`config.mk`:
```
export PLATFORM = sky130hd
export DESIGN_NAME = special_reg_move_unit
export DESIGN_NICKNAME = d
export VERILOG_FILES = /design/src/special_reg_pkg.sv /design/src/spr_word_bank.sv /design/src/special_reg_move_unit.sv
export VERILOG_INCLUDE_DIRS = /design/src /design/src/src
export SDC_FILE = /design/constraint.sdc
export NUM_CORES = 1
export LEC_CHECK = 0
export BUFFER_PORTS_ARGS = -buffer_cell sky130_fd_sc_hd__buf_4
export CORE_MARGIN = 2
export CORE_UTILIZATION = 50
export DETAILED_ROUTE_END_ITERATION = 10
export GPL_TIMING_DRIVEN = 0
export HOLD_SLACK_MARGIN = 0.15
export PLACE_DENSITY = 0.68
export SYNTH_ARGS = -nofsm -noshare
export SYNTH_HDL_FRONTEND = slang
export SYNTH_HIERARCHICAL = 1
export SYNTH_SLANG_ARGS = --single-unit
```
`constraint.sdc`:
```
create_clock -name clk_sys -period 6.37 [get_ports clk_sys]
set_input_delay 0.9555 -clock clk_sys [delete_from_list [all_inputs] [get_ports clk_sys]]
set_output_delay 0.9555 -clock clk_sys [all_outputs]
set_load 0.02 [all_outputs]
```
`src/special_reg_defs.svh`:
```
`ifndef SPECIAL_REG_DEFS_SVH
`define SPECIAL_REG_DEFS_SVH

// Destination codes of move-to-special.
`define SPR_MACHINE_STATE    16'h0001
`define SPR_FLOAT_STATUS     16'h0007
`define SPR_STACK_LOW        16'h0800
`define SPR_STACK_HIGH       16'h0802
`define SPR_PROCESS_ID       16'h1000
`define SPR_ZONE_PROT        16'h1001
`define SPR_TRANS_INDEX      16'h1002
`define SPR_TRANS_LOW        16'h1003
`define SPR_TRANS_HIGH       16'h1004
`define SPR_TRANS_SEARCH     16'h1005

// State bit positions, counted from the least significant bit.
`define MS_CARRY_POS         2
`define MS_IE_POS            1
`define MS_BIP_POS           3
`define MS_UM_POS            11
`define MS_EIP_POS           9
`define MS_VM_POS            13

// Immediate that touches the carry only.
`define IMM_CARRY_ONLY       15'h0004
// Modifiable immediate width with and without translation.
`define IMM_BITS_MMU         15
`define IMM_BITS_NO_MMU      14

`define CAUSE_PRIVILEGED     5'h07
`define ACK_IE_SET           2'h3
`define ACK_IDLE             2'h0
`define STATE_RESET          32'h0000_0000
`define WORD_RESET           32'h0000_0000

`endif

```
`src/special_reg_pkg.sv`:
```
package special_reg_pkg;
	typedef enum logic [1:0] {
		OP_NONE,
		OP_STATE_CLEAR,
		OP_STATE_SET,
		OP_MOVE_TO
	} spr_op_t;

	typedef struct packed {
		logic        valid;
		spr_op_t     op;
		logic [14:0] imm;
		logic [15:0] dest;
		logic        ext;
		logic [31:0] src;
	} spr_req_t;

	typedef struct packed {
		logic        wr_en;
		logic [31:0] data;
		logic        exc;
		logic [4:0]  cause;
	} spr_rsp_t;
endpackage

```
`src/spr_word_bank.sv`:
```
`timescale 1ns/1ps
`default_nettype none
module spr_word_bank #(
	parameter int DEPTH = 8,
	parameter int AW    = 3
) (
	input  wire logic          clk_sys,
	input  wire logic          resetn,
	input  wire logic          wr_en,
	input  wire logic [AW-1:0] wr_addr,
	input  wire logic [31:0]   wr_data,
	input  wire logic [AW-1:0] rd_addr,
	output logic      [31:0]   rd_data
);
	logic [31:0] mem_ff [DEPTH];
	logic [31:0] rd_ff;

	always_ff @(posedge clk_sys or negedge resetn) begin
		if (!resetn) begin
			for (int i = 0; i < DEPTH; i++) begin
				mem_ff[i] <= 32'h0000_0000;
			end
			rd_ff <= 32'h0000_0000;
		end else begin
			if (wr_en) begin
				mem_ff[wr_addr] <= wr_data;
			end
			rd_ff <= mem_ff[rd_addr];
		end
	end

	assign rd_data = rd_ff;
endmodule // spr_word_bank
`default_nettype wire

```
`src/special_reg_move_unit.sv`:
```
// Contract
// [RQ1] Clear op copies state, clears immediate bits.
// [RQ2] Set op copies state, sets immediate bits.
// [RQ3] User-mode non-carry state op traps, nothing written.
// [RQ4] Carry changes at once, others next cycle.
// [RQ5] Clearing interrupt enable blocks interrupts immediately.
// [RQ6] Setting exception/break progress blocks interrupts, breaks.
// [RQ7] Set op with enable bit acknowledges 11.
// [RQ8] Move to state with enable acknowledges 11.
// [RQ9] Any user-mode move-to-special traps.
// [RQ10] Decode state, float, stack limit destinations.
// [RQ11] Decode the six translation destinations.
// [RQ12] Extended write only to translation low upper part.
// [RQ13] Moved state takes effect next cycle.
// [RQ14] Counter, exception, version registers not writable.
// [RQ15] State ops touch only configured low bits.
// [RQ16] State ops exist only when enabled.
// [RQ17] Translation destinations need configured levels.
// [RQ18] Software spaces state ops after state writers.
// [RQ19] Software avoids state use after move.
// [RQ20] Software syncs after mode or identifier change.
// [RQ21] Software fences after invalidating translation entries.
// [RQ22] Software writes extended part then low part.
// [RQ23] Data barrier waits for outstanding data accesses.
// [RQ24] Undefined or invalid destination does nothing.
`include "special_reg_defs.svh"
`timescale 1ns/1ps
`default_nettype none
module special_reg_move_unit #(
	parameter int cfg_translation_level  = 3,
	parameter int cfg_translation_access = 3,
	parameter int cfg_state_instr_enable = 1,
	parameter int cfg_float_unit         = 1,
	parameter int cfg_stack_guard        = 1,
	parameter int cfg_low_latency_irq    = 1,
	parameter int cfg_phys_addr_ext      = 1
) (
	input  wire logic                      clk_sys,
	input  wire logic                      resetn,
	input  wire special_reg_pkg::spr_req_t req,
	input  wire logic                      barrier_data,
	input  wire logic                      data_outstanding,
	input  wire logic                      irq_in,
	input  wire logic                      break_in,
	input  wire logic [3:0]                bank_rd_sel,
	output special_reg_pkg::spr_rsp_t      rsp,
	output logic                           pipe_stall,
	output logic [1:0]                     interrupt_ack,
	output logic                           irq_take,
	output logic                           break_take,
	output logic [31:0]                    machine_state_reg,
	output logic                           carry_now,
	output logic [31:0]                    bank_rd_data
);
	import special_reg_pkg::*;

	localparam logic [31:0] MASK_MMU   = 32'h0000_7FFF;
	localparam logic [31:0] MASK_NOMMU = 32'h0000_3FFF;
	localparam logic [31:0] STATE_MASK =
		(cfg_translation_level >= 1) ? MASK_MMU : MASK_NOMMU;
	localparam logic [31:0] CARRY_BIT  = 32'h0000_0004;
	localparam logic [31:0] IE_BIT     = 32'h0000_0002;
	localparam logic [31:0] BLOCK_BITS = 32'h0000_0208;

	// ==========================================================
	// Destination decode
	// ==========================================================
	// Returns a bank slot, or 4'hF for an unwritable or absent code.
	function automatic logic [3:0] dest_slot(input logic [15:0] d);
		logic mmu2;
		logic acc2;
		mmu2 = cfg_translation_level > 1;
		acc2 = cfg_translation_access > 1;
		case (d)
			`SPR_FLOAT_STATUS: dest_slot = (cfg_float_unit > 0) ? 4'h0 : 4'hF;
			`SPR_STACK_LOW:  dest_slot = (cfg_stack_guard == 1) ? 4'h1 : 4'hF;
			`SPR_STACK_HIGH: dest_slot = (cfg_stack_guard == 1) ? 4'h2 : 4'hF;
			`SPR_PROCESS_ID: dest_slot = (mmu2 && acc2) ? 4'h3 : 4'hF;
			`SPR_ZONE_PROT:  dest_slot = (mmu2 && acc2) ? 4'h4 : 4'hF;
			`SPR_TRANS_INDEX: dest_slot = mmu2 ? 4'h5 : 4'hF;
			`SPR_TRANS_LOW:  dest_slot = mmu2 ? 4'h6 : 4'hF;
			`SPR_TRANS_HIGH: dest_slot = mmu2 ? 4'h7 : 4'hF;
			`SPR_TRANS_SEARCH: dest_slot = (mmu2 && acc2) ? 4'h8 : 4'hF;
			default: dest_slot = 4'hF;
		endcase
	endfunction

	// ==========================================================
	// State register and exceptions
	// ==========================================================
	logic [31:0] state_ff;
	logic [31:0] nxt_state;
	logic        carry_ff;
	logic        nxt_carry;
	logic        ie_block_ff;
	logic        nxt_ie_block;
	spr_rsp_t    rsp_ff;
	spr_rsp_t    nxt_rsp;
	logic [1:0]  ack_ff;
	logic [1:0]  nxt_ack;
	logic        bank_we;
	logic [3:0]  bank_wa;
	logic [31:0] bank_wd;
	logic        user_mode;
	logic        mmu_on;
	logic        state_op;
	logic [31:0] imm_w;
	logic [3:0]  slot;

	assign user_mode = state_ff[`MS_UM_POS];
	assign mmu_on    = cfg_translation_level >= 1;
	assign state_op  = req.valid && cfg_state_instr_enable == 1 && // RQ16
		(req.op == OP_STATE_CLEAR || req.op == OP_STATE_SET);
	assign imm_w     = {17'h0_0000, req.imm} & STATE_MASK; // RQ15
	assign slot      = dest_slot(req.dest);

	always_comb begin
		nxt_state    = state_ff;
		nxt_carry    = carry_ff;
		nxt_ie_block = 1'b0;
		nxt_rsp      = '0;
		nxt_ack      = `ACK_IDLE;
		bank_we      = 1'b0;
		bank_wa      = 4'h0;
		bank_wd      = req.src;
		if (state_op) begin
			if (mmu_on && user_mode &&
				req.imm != `IMM_CARRY_ONLY) begin
				nxt_rsp.exc   = 1'b1; // RQ3
				nxt_rsp.cause = `CAUSE_PRIVILEGED;
			end else begin
				nxt_rsp.wr_en = 1'b1;
				nxt_rsp.data  = {state_ff[31:3], carry_ff, state_ff[1:0]};
				if (req.op == OP_STATE_CLEAR) begin
					nxt_state = state_ff & ~imm_w; // RQ1
				end else begin
					nxt_state = state_ff | imm_w; // RQ2
					if ((imm_w & IE_BIT) != 32'h0 &&
						cfg_low_latency_irq == 1) begin
						nxt_ack = `ACK_IE_SET; // RQ7
					end
				end
				nxt_carry = nxt_state[`MS_CARRY_POS]; // RQ4
			end
		end else if (req.valid && req.op == OP_MOVE_TO) begin
			if (mmu_on && user_mode) begin
				nxt_rsp.exc   = 1'b1; // RQ9
				nxt_rsp.cause = `CAUSE_PRIVILEGED;
			end else if (req.ext) begin
				if (req.dest == `SPR_TRANS_LOW && slot != 4'hF &&
					cfg_phys_addr_ext == 1) begin
					bank_we = 1'b1; // RQ12
					bank_wa = 4'h9;
				end
			end else if (req.dest == `SPR_MACHINE_STATE) begin
				nxt_state = req.src; // RQ10 RQ13
				nxt_carry = req.src[`MS_CARRY_POS];
				if ((req.src & IE_BIT) != 32'h0 &&
					cfg_low_latency_irq == 1) begin
					nxt_ack = `ACK_IE_SET; // RQ8
				end
			end else if (slot != 4'hF) begin
				bank_we = 1'b1; // RQ10 RQ11 RQ17
				bank_wa = slot;
			end
			// Other codes fall through untouched. // RQ14 RQ24
		end
		// Covers the cycle after the cleared enable is committed.
		if (state_ff[`MS_IE_POS] && !nxt_state[`MS_IE_POS]) begin
			nxt_ie_block = 1'b1; // RQ5
		end
	end

	always_ff @(posedge clk_sys or negedge resetn) begin
		if (!resetn) begin
			state_ff    <= `STATE_RESET;
			carry_ff    <= 1'b0;
			ie_block_ff <= 1'b0;
			rsp_ff      <= '0;
			ack_ff      <= `ACK_IDLE;
		end else begin
			state_ff    <= nxt_state;
			carry_ff    <= nxt_carry;
			ie_block_ff <= nxt_ie_block;
			rsp_ff      <= nxt_rsp;
			ack_ff      <= nxt_ack;
		end
	end

	// ==========================================================
	// Event gating and outputs
	// ==========================================================
	logic irq_block;
	logic brk_block;

	// Pending new state counts at once so no interrupt slips through.
	assign irq_block = !state_ff[`MS_IE_POS] || !nxt_state[`MS_IE_POS] ||
		ie_block_ff || (nxt_state & BLOCK_BITS) != 32'h0 ||
		(state_ff & BLOCK_BITS) != 32'h0; // RQ5 RQ6
	assign brk_block = (nxt_state & BLOCK_BITS) != 32'h0 ||
		(state_ff & BLOCK_BITS) != 32'h0; // RQ6
	assign irq_take   = irq_in && !irq_block;
	assign break_take = break_in && !brk_block;
	assign pipe_stall = barrier_data && data_outstanding; // RQ23

	assign rsp               = rsp_ff;
	assign interrupt_ack     = ack_ff;
	assign machine_state_reg = {state_ff[31:3], carry_ff, state_ff[1:0]};
	assign carry_now         = nxt_carry; // RQ4

	spr_word_bank #(
		.DEPTH(16),
		.AW   (4)
	) u_bank (
		.clk_sys(clk_sys),
		.resetn (resetn),
		.wr_en  (bank_we),
		.wr_addr(bank_wa),
		.wr_data(bank_wd),
		.rd_addr(bank_rd_sel),
		.rd_data(bank_rd_data)
	);
endmodule // special_reg_move_unit
`default_nettype wire

```
==> results of run 1 <==
cell usage in the layout, fill, tap and decap left out, types with 3 or more instances in the layout:
master / count
and3_1: 3
a21o_1: 12
nor3b_1: 3
a22o_1: 11
clkbuf_8: 8
and2_1: 31
nand4_1: 4
o21ai_0: 13
buf_1: 4
nor4_4: 3
nor3_1: 5
nand3b_1: 5
buf_16: 5
inv_6: 3
nand2b_1: 4
clkbuf_1: 89
or3_1: 4
mux2_2: 517
a22oi_1: 65
mux2_1: 12
buf_4: 219
dfrtp_1: 613
nor2b_1: 6
and4_1: 3
inv_1: 9
nand2_1: 41
clkbuf_16: 69
nor2_1: 20
clkinv_2: 9
nand3_1: 4
mux4_2: 128
a21oi_1: 8
buf_2: 61
metal layers:
layer	vias up	global-route usage	share of wire
met5	-	0	0
met4	0	0.0737	0.023
met3	91	0.0508	0.058
met2	431	0.402	0.49
met1	8501	0.331	0.43
li1	6846	-	-
state kept, by name, indices dropped and copies added (netlist names):
signal	flops
u_bank/mem_ff	512
rsp	34
state_ff	32
u_bank/rd_data	32
carry_ff	1
ie_block_ff	1
interrupt_ack	1
per-stage QoR:
step | setup TNS, ns | setup slack, ns | utilization | instances | hold WS, ns
6_report | 0 | 2.19 | 0.586 | 2725 | 0.430
5_1_grt | 0 | 2.14 | 0.586 | 2724 | 0.494
4_1_cts | 0 | 2.26 | 0.586 | 2724 | 0.452
3_5_place_dp | 0 | 1.80 | 0.548 | 2609 | 0.471
3_3_place_gp | -1260.11 | -2.14 | 0.545 | 2604 | 0.462
2_1_floorplan | 0 | 2.61 | - | 1729 | 0.449
area by class of cell:
cell class | instances | share of cell area
multi-input combinational | 932 | 0.340
inverter | 9 | 0.00108
buffer | 175 | 0.0283
clock inverter | 17 | 0.00491
sequential | 613 | 0.489
antenna | 1 | 0.0000798
timing repair buffer | 184 | 0.0475
clock buffer | 98 | 0.0611
tap | 696 | 0.0278
worst paths after layout:
kind / slack, ns / to / from / cells past startpoint
worst max-delay path: 2.19 / u_bank/mem_ff[86] / req[65] / 12
worst min-delay path: 0.43 / u_bank/mem_ff[261] / resetn / 1
worst max register to register: 2.53 / u_bank/mem_ff[86] / state_ff[11] / 9
worst min register to register: 0.48 / state_ff[2] / state_ff[2] / 1
max in group asynchronous: 4.13 / u_bank/mem_ff[178] / resetn / 4
min in group clk_sys: 0.48 / state_ff[2] / state_ff[2] / 1
cell families after synthesis:
logic type,Yosys count,share of synthesized area
xor gates and xnor gates,1,0.000325
and+or+nand+nor,150,0.0334
other,1,0.000139
buffers and inverters,184,0.0342
muxes,658,0.329
DFF,613,0.570
AOI/OAI and AO/OA,119,0.0327
adders and majority gates,2,0.000929
worst reg2reg max path: stages, from the launching register on:
cell	delay, ns
dfrtp_1	0.46
nand4b_1	0.26
or2_1	0.33
nor2_1	0.24
a21oi_1	0.18
a21oi_1	0.56
nand2_1	0.23
nor2_1	0.54
buf_2	0.51
mux2_2	0.40
report_power, final:
group	internal (mW)	leakage, nW	switching [mW]	total (mW)
clock	2.13	1.02	1.55	3.69
combinational	0.244	6.17	0.393	0.638
sequential	3.94	8.54	0.0417	3.99
total	6.32	15.7	1.99	8.31
==> metrics.cfg, run 1 <==
[timing]
rsz0062_at_grt = no
finalSetupViolCount = 0
fin_crit_ns = 4.18
fmax_mhz = 239
hold_viol = 0
period_share = 0.656
relSlewSlack = 0.213
slew_viol_final = 0
skew_ns = 0.0279
max_slew.worst_pin.slew_ns = 1.18

[clock_network]
htreeDepth = 3
cts_resized = 0
clock_sinks = 613
root_buffer = clkbuf_16
cts.path.max_buffers = 3
cts.hold.buffers_added = 0
numCtsBuffers = 67
insertion_delay_ns = 0.60
tritoncts = built
cts_setup_buffers = 0
clk_pin_slew_ns = 0.06

[route]
route.detailed.drc = 0
ant_nets = 0
vias = 15900
wl_mm = 66.6
drt_iter0_markers = 918
wl_per_cell_um = 24.4
avgViaCountPerCell = 5.82
drtPass1Iterations = 4

[power_and_ir_drop]
ir_drop_mv = 0.159
p_leak_nw = 15.7
power.total_mw = 8.31
powerDensity_mw_per_mm2 = 265

[finish]
drive_above_1_share = 0.513
multiInputGateArea_mm2 = 0.0107
fillers = 4166
nets = 2061
design_area_mm2 = 0.0314
area_growth_pct = 16.5
seq_area_mm2 = 0.0153

[global_routing]
grt_pass1_wl_mm = 103
grt_pass1_vias = 17200
grt_use_total = 0.245
antenna_found_initial = 0
gr-total-overflow = 0
grt_max_degree = 130

[run]
maxCapViolCount = 0

[critical_path]
max_stage_delay_ns = 0.56
arrival_ns = 4.64
crit_buf_inv = 3
cp-start-kind = input pin
cp_top_family = simple AND/OR/NAND/NOR gates
worst_path_max_delay_cell = a21oi_1
cp_cell_sequence = buf_4, inv_1, ha_1, nand4b_1, or2_1, nor2_1, a21oi_1, a21oi_1, nand2_1, nor2_1, buf_2, mux2_2
cp_data_required_time_ns = 6.83
end_kind = register
path_class = in -> reg
path_max_fanout = 10

[synthesis]
syn_area_per_cell_um2 = 15.6
ys.flop_type = dfrtp_1
synth.largest_area_cell = dfrtp_1
synth_cells = 1728
synthesis.area_mm2 = 0.0269
ys_top_cells_by_area = dfrtp_1, mux2_2, mux4_2
yosysSeqAreaShare = 0.570
synthTopCellsByCount = dfrtp_1, mux2_2, mux4_2
synth_edf_count = 0
synth-seq-cells = 613
synth_cell_type_count = 54
synth.most_common_cell = dfrtp_1
yosysTopAreaCellShare = 0.570
yosysWarnings = 6
synthArstFlopShare = 1.00

[place]
place_area_mm2 = 0.0293
dp_hpwl_mm = 44.8
routabilityCongestion = 0.829
numPortBuffers = 179

[die]
start_util = 0.503
die_h_um = 236
dieArea_mm2 = 0.0557
die_x_um = 236
ios = 186
core_area_mm2 = 0.0535
rows = 85

[hold_path]
worstHoldPathType = in -> async

[outcome]
outcome = complete, no violations

Power figures use the tool's default switching activity.
==> run 2, diff against run 1 <==
--- a/config.mk
+++ b/config.mk
@@ -6,13 +6,14 @@
 export SDC_FILE = /design/constraint.sdc
 export NUM_CORES = 1
 export LEC_CHECK = 0
+export ABC_AREA = 1
 export BUFFER_PORTS_ARGS = -buffer_cell sky130_fd_sc_hd__buf_4
 export CORE_MARGIN = 2
 export CORE_UTILIZATION = 50
 export DETAILED_ROUTE_END_ITERATION = 10
 export GPL_TIMING_DRIVEN = 0
 export HOLD_SLACK_MARGIN = 0.15
-export PLACE_DENSITY = 0.68
+export PLACE_DENSITY = 0.7
 export SYNTH_ARGS = -nofsm -noshare
 export SYNTH_HDL_FRONTEND = slang
 export SYNTH_HIERARCHICAL = 1
==> constraint.sdc (replaced) <==
create_clock -name clk_sys -period 3.6 [get_ports clk_sys]
set_input_delay 0.54 -clock clk_sys [delete_from_list [all_inputs] [get_ports clk_sys]]
set_output_delay 0.54 -clock clk_sys [all_outputs]
set_load 0.02 [all_outputs]
==> run 2 against run 1 <==
  * Die area increased by 7.7%
  * Sequential power increased by 75%
  * Register-to-register slack got worse by 1.9 ns
  * Synthesized cell count increased by 120%
  * Global-route usage increased by 5.9 points
  * Clock skew decreased by 0.0088 ns
  * Sequential share of layout area decreased by 3.3 points
  * Count of clock-buffer cells in the layout increased by 1
  * Area after synthesis increased by 7.8%
  * Sequential cell count unchanged
  * Critical path type is now reg -> reg
  * Highest routed layer unchanged
==> metrics.cfg, run 2 <==
[synthesis]
yosysTopAreaCellShare = 0.528  ; -0.0413
synthTopCellsByCount = nand2_1, dfrtp_1, o21ai_0
syn_area_per_cell_um2 = 7.76  ; -50%
synthesis.area_mm2 = 0.0290  ; +7.8%
ys_top_cells_by_area = dfrtp_1, nand2_1, o21ai_0
yosysWarnings = 6  ; unchanged
synth_cell_type_count = 38  ; -30%
synth.largest_area_cell = dfrtp_1
synthArstFlopShare = 1.00  ; unchanged
yosysSeqAreaShare = 0.528  ; -0.0413
synth_edf_count = 0  ; unchanged
synth-seq-cells = 613  ; unchanged
synth.most_common_cell = nand2_1
synth_cells = 3743  ; +120%
ys.flop_type = dfrtp_1

[outcome]
outcome = complete, no violations

[route]
ant_nets = 0  ; unchanged
wl_per_cell_um = 18.7  ; -23%
route.detailed.drc = 0  ; unchanged
avgViaCountPerCell = 5.30  ; -9.0%
drtPass1Iterations = 5  ; +1
vias = 25500  ; +61%
drt_iter0_markers = 2780  ; +200%
wl_mm = 90.1  ; +35%

[critical_path]
worst_path_max_delay_cell = dfrtp_1
path_depth = 13  ; +1
end_kind = register
r2r-end = u_bank/mem_ff[468]
cp_cell_sequence = inv_2, nand2_1, nor2_4, inv_1, o21ai_0, nand2_1, nor2_1, inv_1, nor2_2, nand3_2, clkbuf_1, nand2_1, o21ai_0
cp-start-kind = register
path_class = reg -> reg
path_max_fanout = 10  ; unchanged
max_stage_delay_ns = 0.46  ; -0.10 ns
cp_data_required_time_ns = 4.06  ; -2.77 ns
r2r-start = state_ff[11]
arrival_ns = 3.46  ; -1.18 ns
crit_buf_inv = 4  ; +1
crit_top_cell = nand2_1
cp_top_family = simple AND/OR/NAND/NOR gates
ff2ff_path_depth = 13  ; +4
reg2reg_slack_ns = 0.60  ; -1.93 ns

[finish]
area_growth_pct = 15.9
nets = 4078  ; +98%
multiInputGateArea_mm2 = 0.0103  ; -3.5%
seq_area_mm2 = 0.0153  ; unchanged
largest_register_ffs = 512  ; unchanged
regMostFlops = u_bank/mem_ff
final_common_cell = nand2_1
final_cell_mix = nand2_1, dfrtp_1, o21ai_0
drive_above_1_share = 0.120  ; -0.393
final_cells = 4810  ; +77%
fillers = 5251  ; +26%
n_antenna_cell = 0  ; -1

[die]
dieArea_mm2 = 0.0600  ; +7.7%
rows = 88  ; +3.5%
die_h_um = 245  ; +3.8%
ios = 186  ; unchanged
die_x_um = 245  ; +3.8%
core_area_mm2 = 0.0576  ; +7.6%
start_util = 0.504  ; +0.000794

[global_routing]
grt_use_total = 0.304  ; +0.0595
grt_pass1_wl_mm = 140  ; +35%
grt_max_degree = 118  ; -9.2%
antenna_found_initial = 0  ; unchanged
grt_pass1_vias = 24300  ; +41%
gr-total-overflow = 0  ; unchanged

[timing]
finalSetupViolCount = 0  ; unchanged
max_slew.worst_pin.slew_ns = 1.02  ; -0.159 ns
fin_crit_ns = 3.00
hold_viol = 0  ; unchanged
slew_viol_final = 0  ; unchanged
skew_ns = 0.0190  ; -0.00883 ns
relSlewSlack = 0.320  ; +0.106
period_share = 0.834
fmax_mhz = 333
rsz0062_at_grt = no
whs_ns = 0.219  ; -0.211 ns

[hold_path]
worstHoldPathType = in -> reg
whs_path_depth = 3
hp-start = req[17]
hold-path-endpoint = state_ff[17]

[power_and_ir_drop]
p_seq_frac = 0.463  ; -0.017
p_switching_mw = 3.74  ; +88%
p_comb_frac = 0.087  ; +0.010
ir_drop_mv = 0.292  ; +84%
clkPwrFrac = 0.450  ; +0.006
power.total_mw = 15.1  ; +81%
p_int_mw = 11.3  ; +79%
powerDensity_mw_per_mm2 = 448  ; +69%
netSwitchingFraction = 0.248  ; +0.00873
p_leak_nw = 16.5  ; +4.7%

[run]
maxCapViolCount = 0  ; unchanged

[place]
routabilityCongestion = 0.930  ; +12%
dp_cells = 4695  ; +80%
dp_hpwl_mm = 65.1  ; +45%
numPortBuffers = 181  ; +1.1%

[clock_network]
root_buffer = clkbuf_16
numCtsBuffers = 66  ; -1.5%
clock_sinks = 613  ; unchanged
cts.path.max_buffers = 3  ; unchanged
htreeDepth = 3  ; unchanged
clk_pin_slew_ns = 0.06  ; about the same
insertion_delay_ns = 0.62  ; +0.02 ns
cts_setup_buffers = 0  ; unchanged
tritoncts = built

[run 2: logic make-up (layout without fill, tap and decap cells)]
| kind of cell | Yosys count | after routing | share of synthesized area |
|---|---|---|---|
| other | 1 | 2 | 0.000129 |
| adder cells (fa/ha/maj) | 2 | 2 | 0.000862 |
| flip-flops | 613 | 613 | 0.528 |
| AO/OA/AOI/OAI | 610 | 610 | 0.109 |
| AND/OR/NAND/NOR | 1696 | 1696 | 0.244 |
| buffers and inverters | 821 | 1122 | 0.117 |
[run 2: final cells by class]
type,count,share of cell area
buffer,282,0.0410
clock buffer,99,0.0589
clock inverter,15,0.00509
inverter,539,0.0601
multi-input combinational,2310,0.306
sequential,613,0.456
tap,765,0.0284
timing repair buffer,187,0.0450
[run 2: power by group through the flow]
stage	Clock [mW]	Sequential (mW)	Combinational (mW)
2_1_floorplan	0	7.15	0.543
3_3_place_gp	0	7.10	1.26
3_5_place_dp	0	7.10	1.29
4_1_cts	6.90	6.97	1.29
5_1_grt	7.19	6.97	1.41
6_report	6.79	6.97	1.31
[run 2: worst max path at each step]
stage                 startpoint                 end  slack, ns
floorplan                req[65]           carry_now       0.97
global placement          resetn  u_bank/mem_ff[475]      -4.80
detailed placement       req[44]  u_bank/mem_ff[156]       0.15
CTS                 state_ff[11]  u_bank/mem_ff[470]       0.68
global route             req[38]  u_bank/mem_ff[150]       0.27
finish              state_ff[11]  u_bank/mem_ff[468]       0.60
[run 2: worst reg2reg max path: stages, from the launching register on]
cell	delay, ns
dfrtp_1	0.46
inv_2	0.11
nand2_1	0.10
nor2_4	0.17
inv_1	0.08
o21ai_0	0.08
nand2_1	0.14
nor2_1	0.40
inv_1	0.10
nor2_2	0.20
nand3_2	0.36
clkbuf_1	0.42
nand2_1	0.13
o21ai_0	0.09
[run 2: layer usage]
layer	vias to the layer above	part of all wire	GRT usage
met5	-	0	0
met4	0	0.039	0.132
li1	12100	-	-
met2	1177	0.46	0.477
met3	191	0.095	0.0500
met1	12000	0.41	0.420
[run 2: what timing repair did]
item                                   4_1_cts  5_1_grt
gates resized for setup                      0        0
endpoints found under the hold margin       71        0
hold buffers                                 1        0
[run 2: metrics by stage]
stage	worst slack, ns	utilization	TNS [ns]	area (µm²)
after floorplan	0.975	-	0	29000
after global placement	-4.80	0.544	-2895.67	31400
final	0.596	0.585	0	33700
after detailed placement	0.147	0.547	0	31500
after CTS	0.682	0.585	0	33700
after global routing	0.267	0.585	0	33700
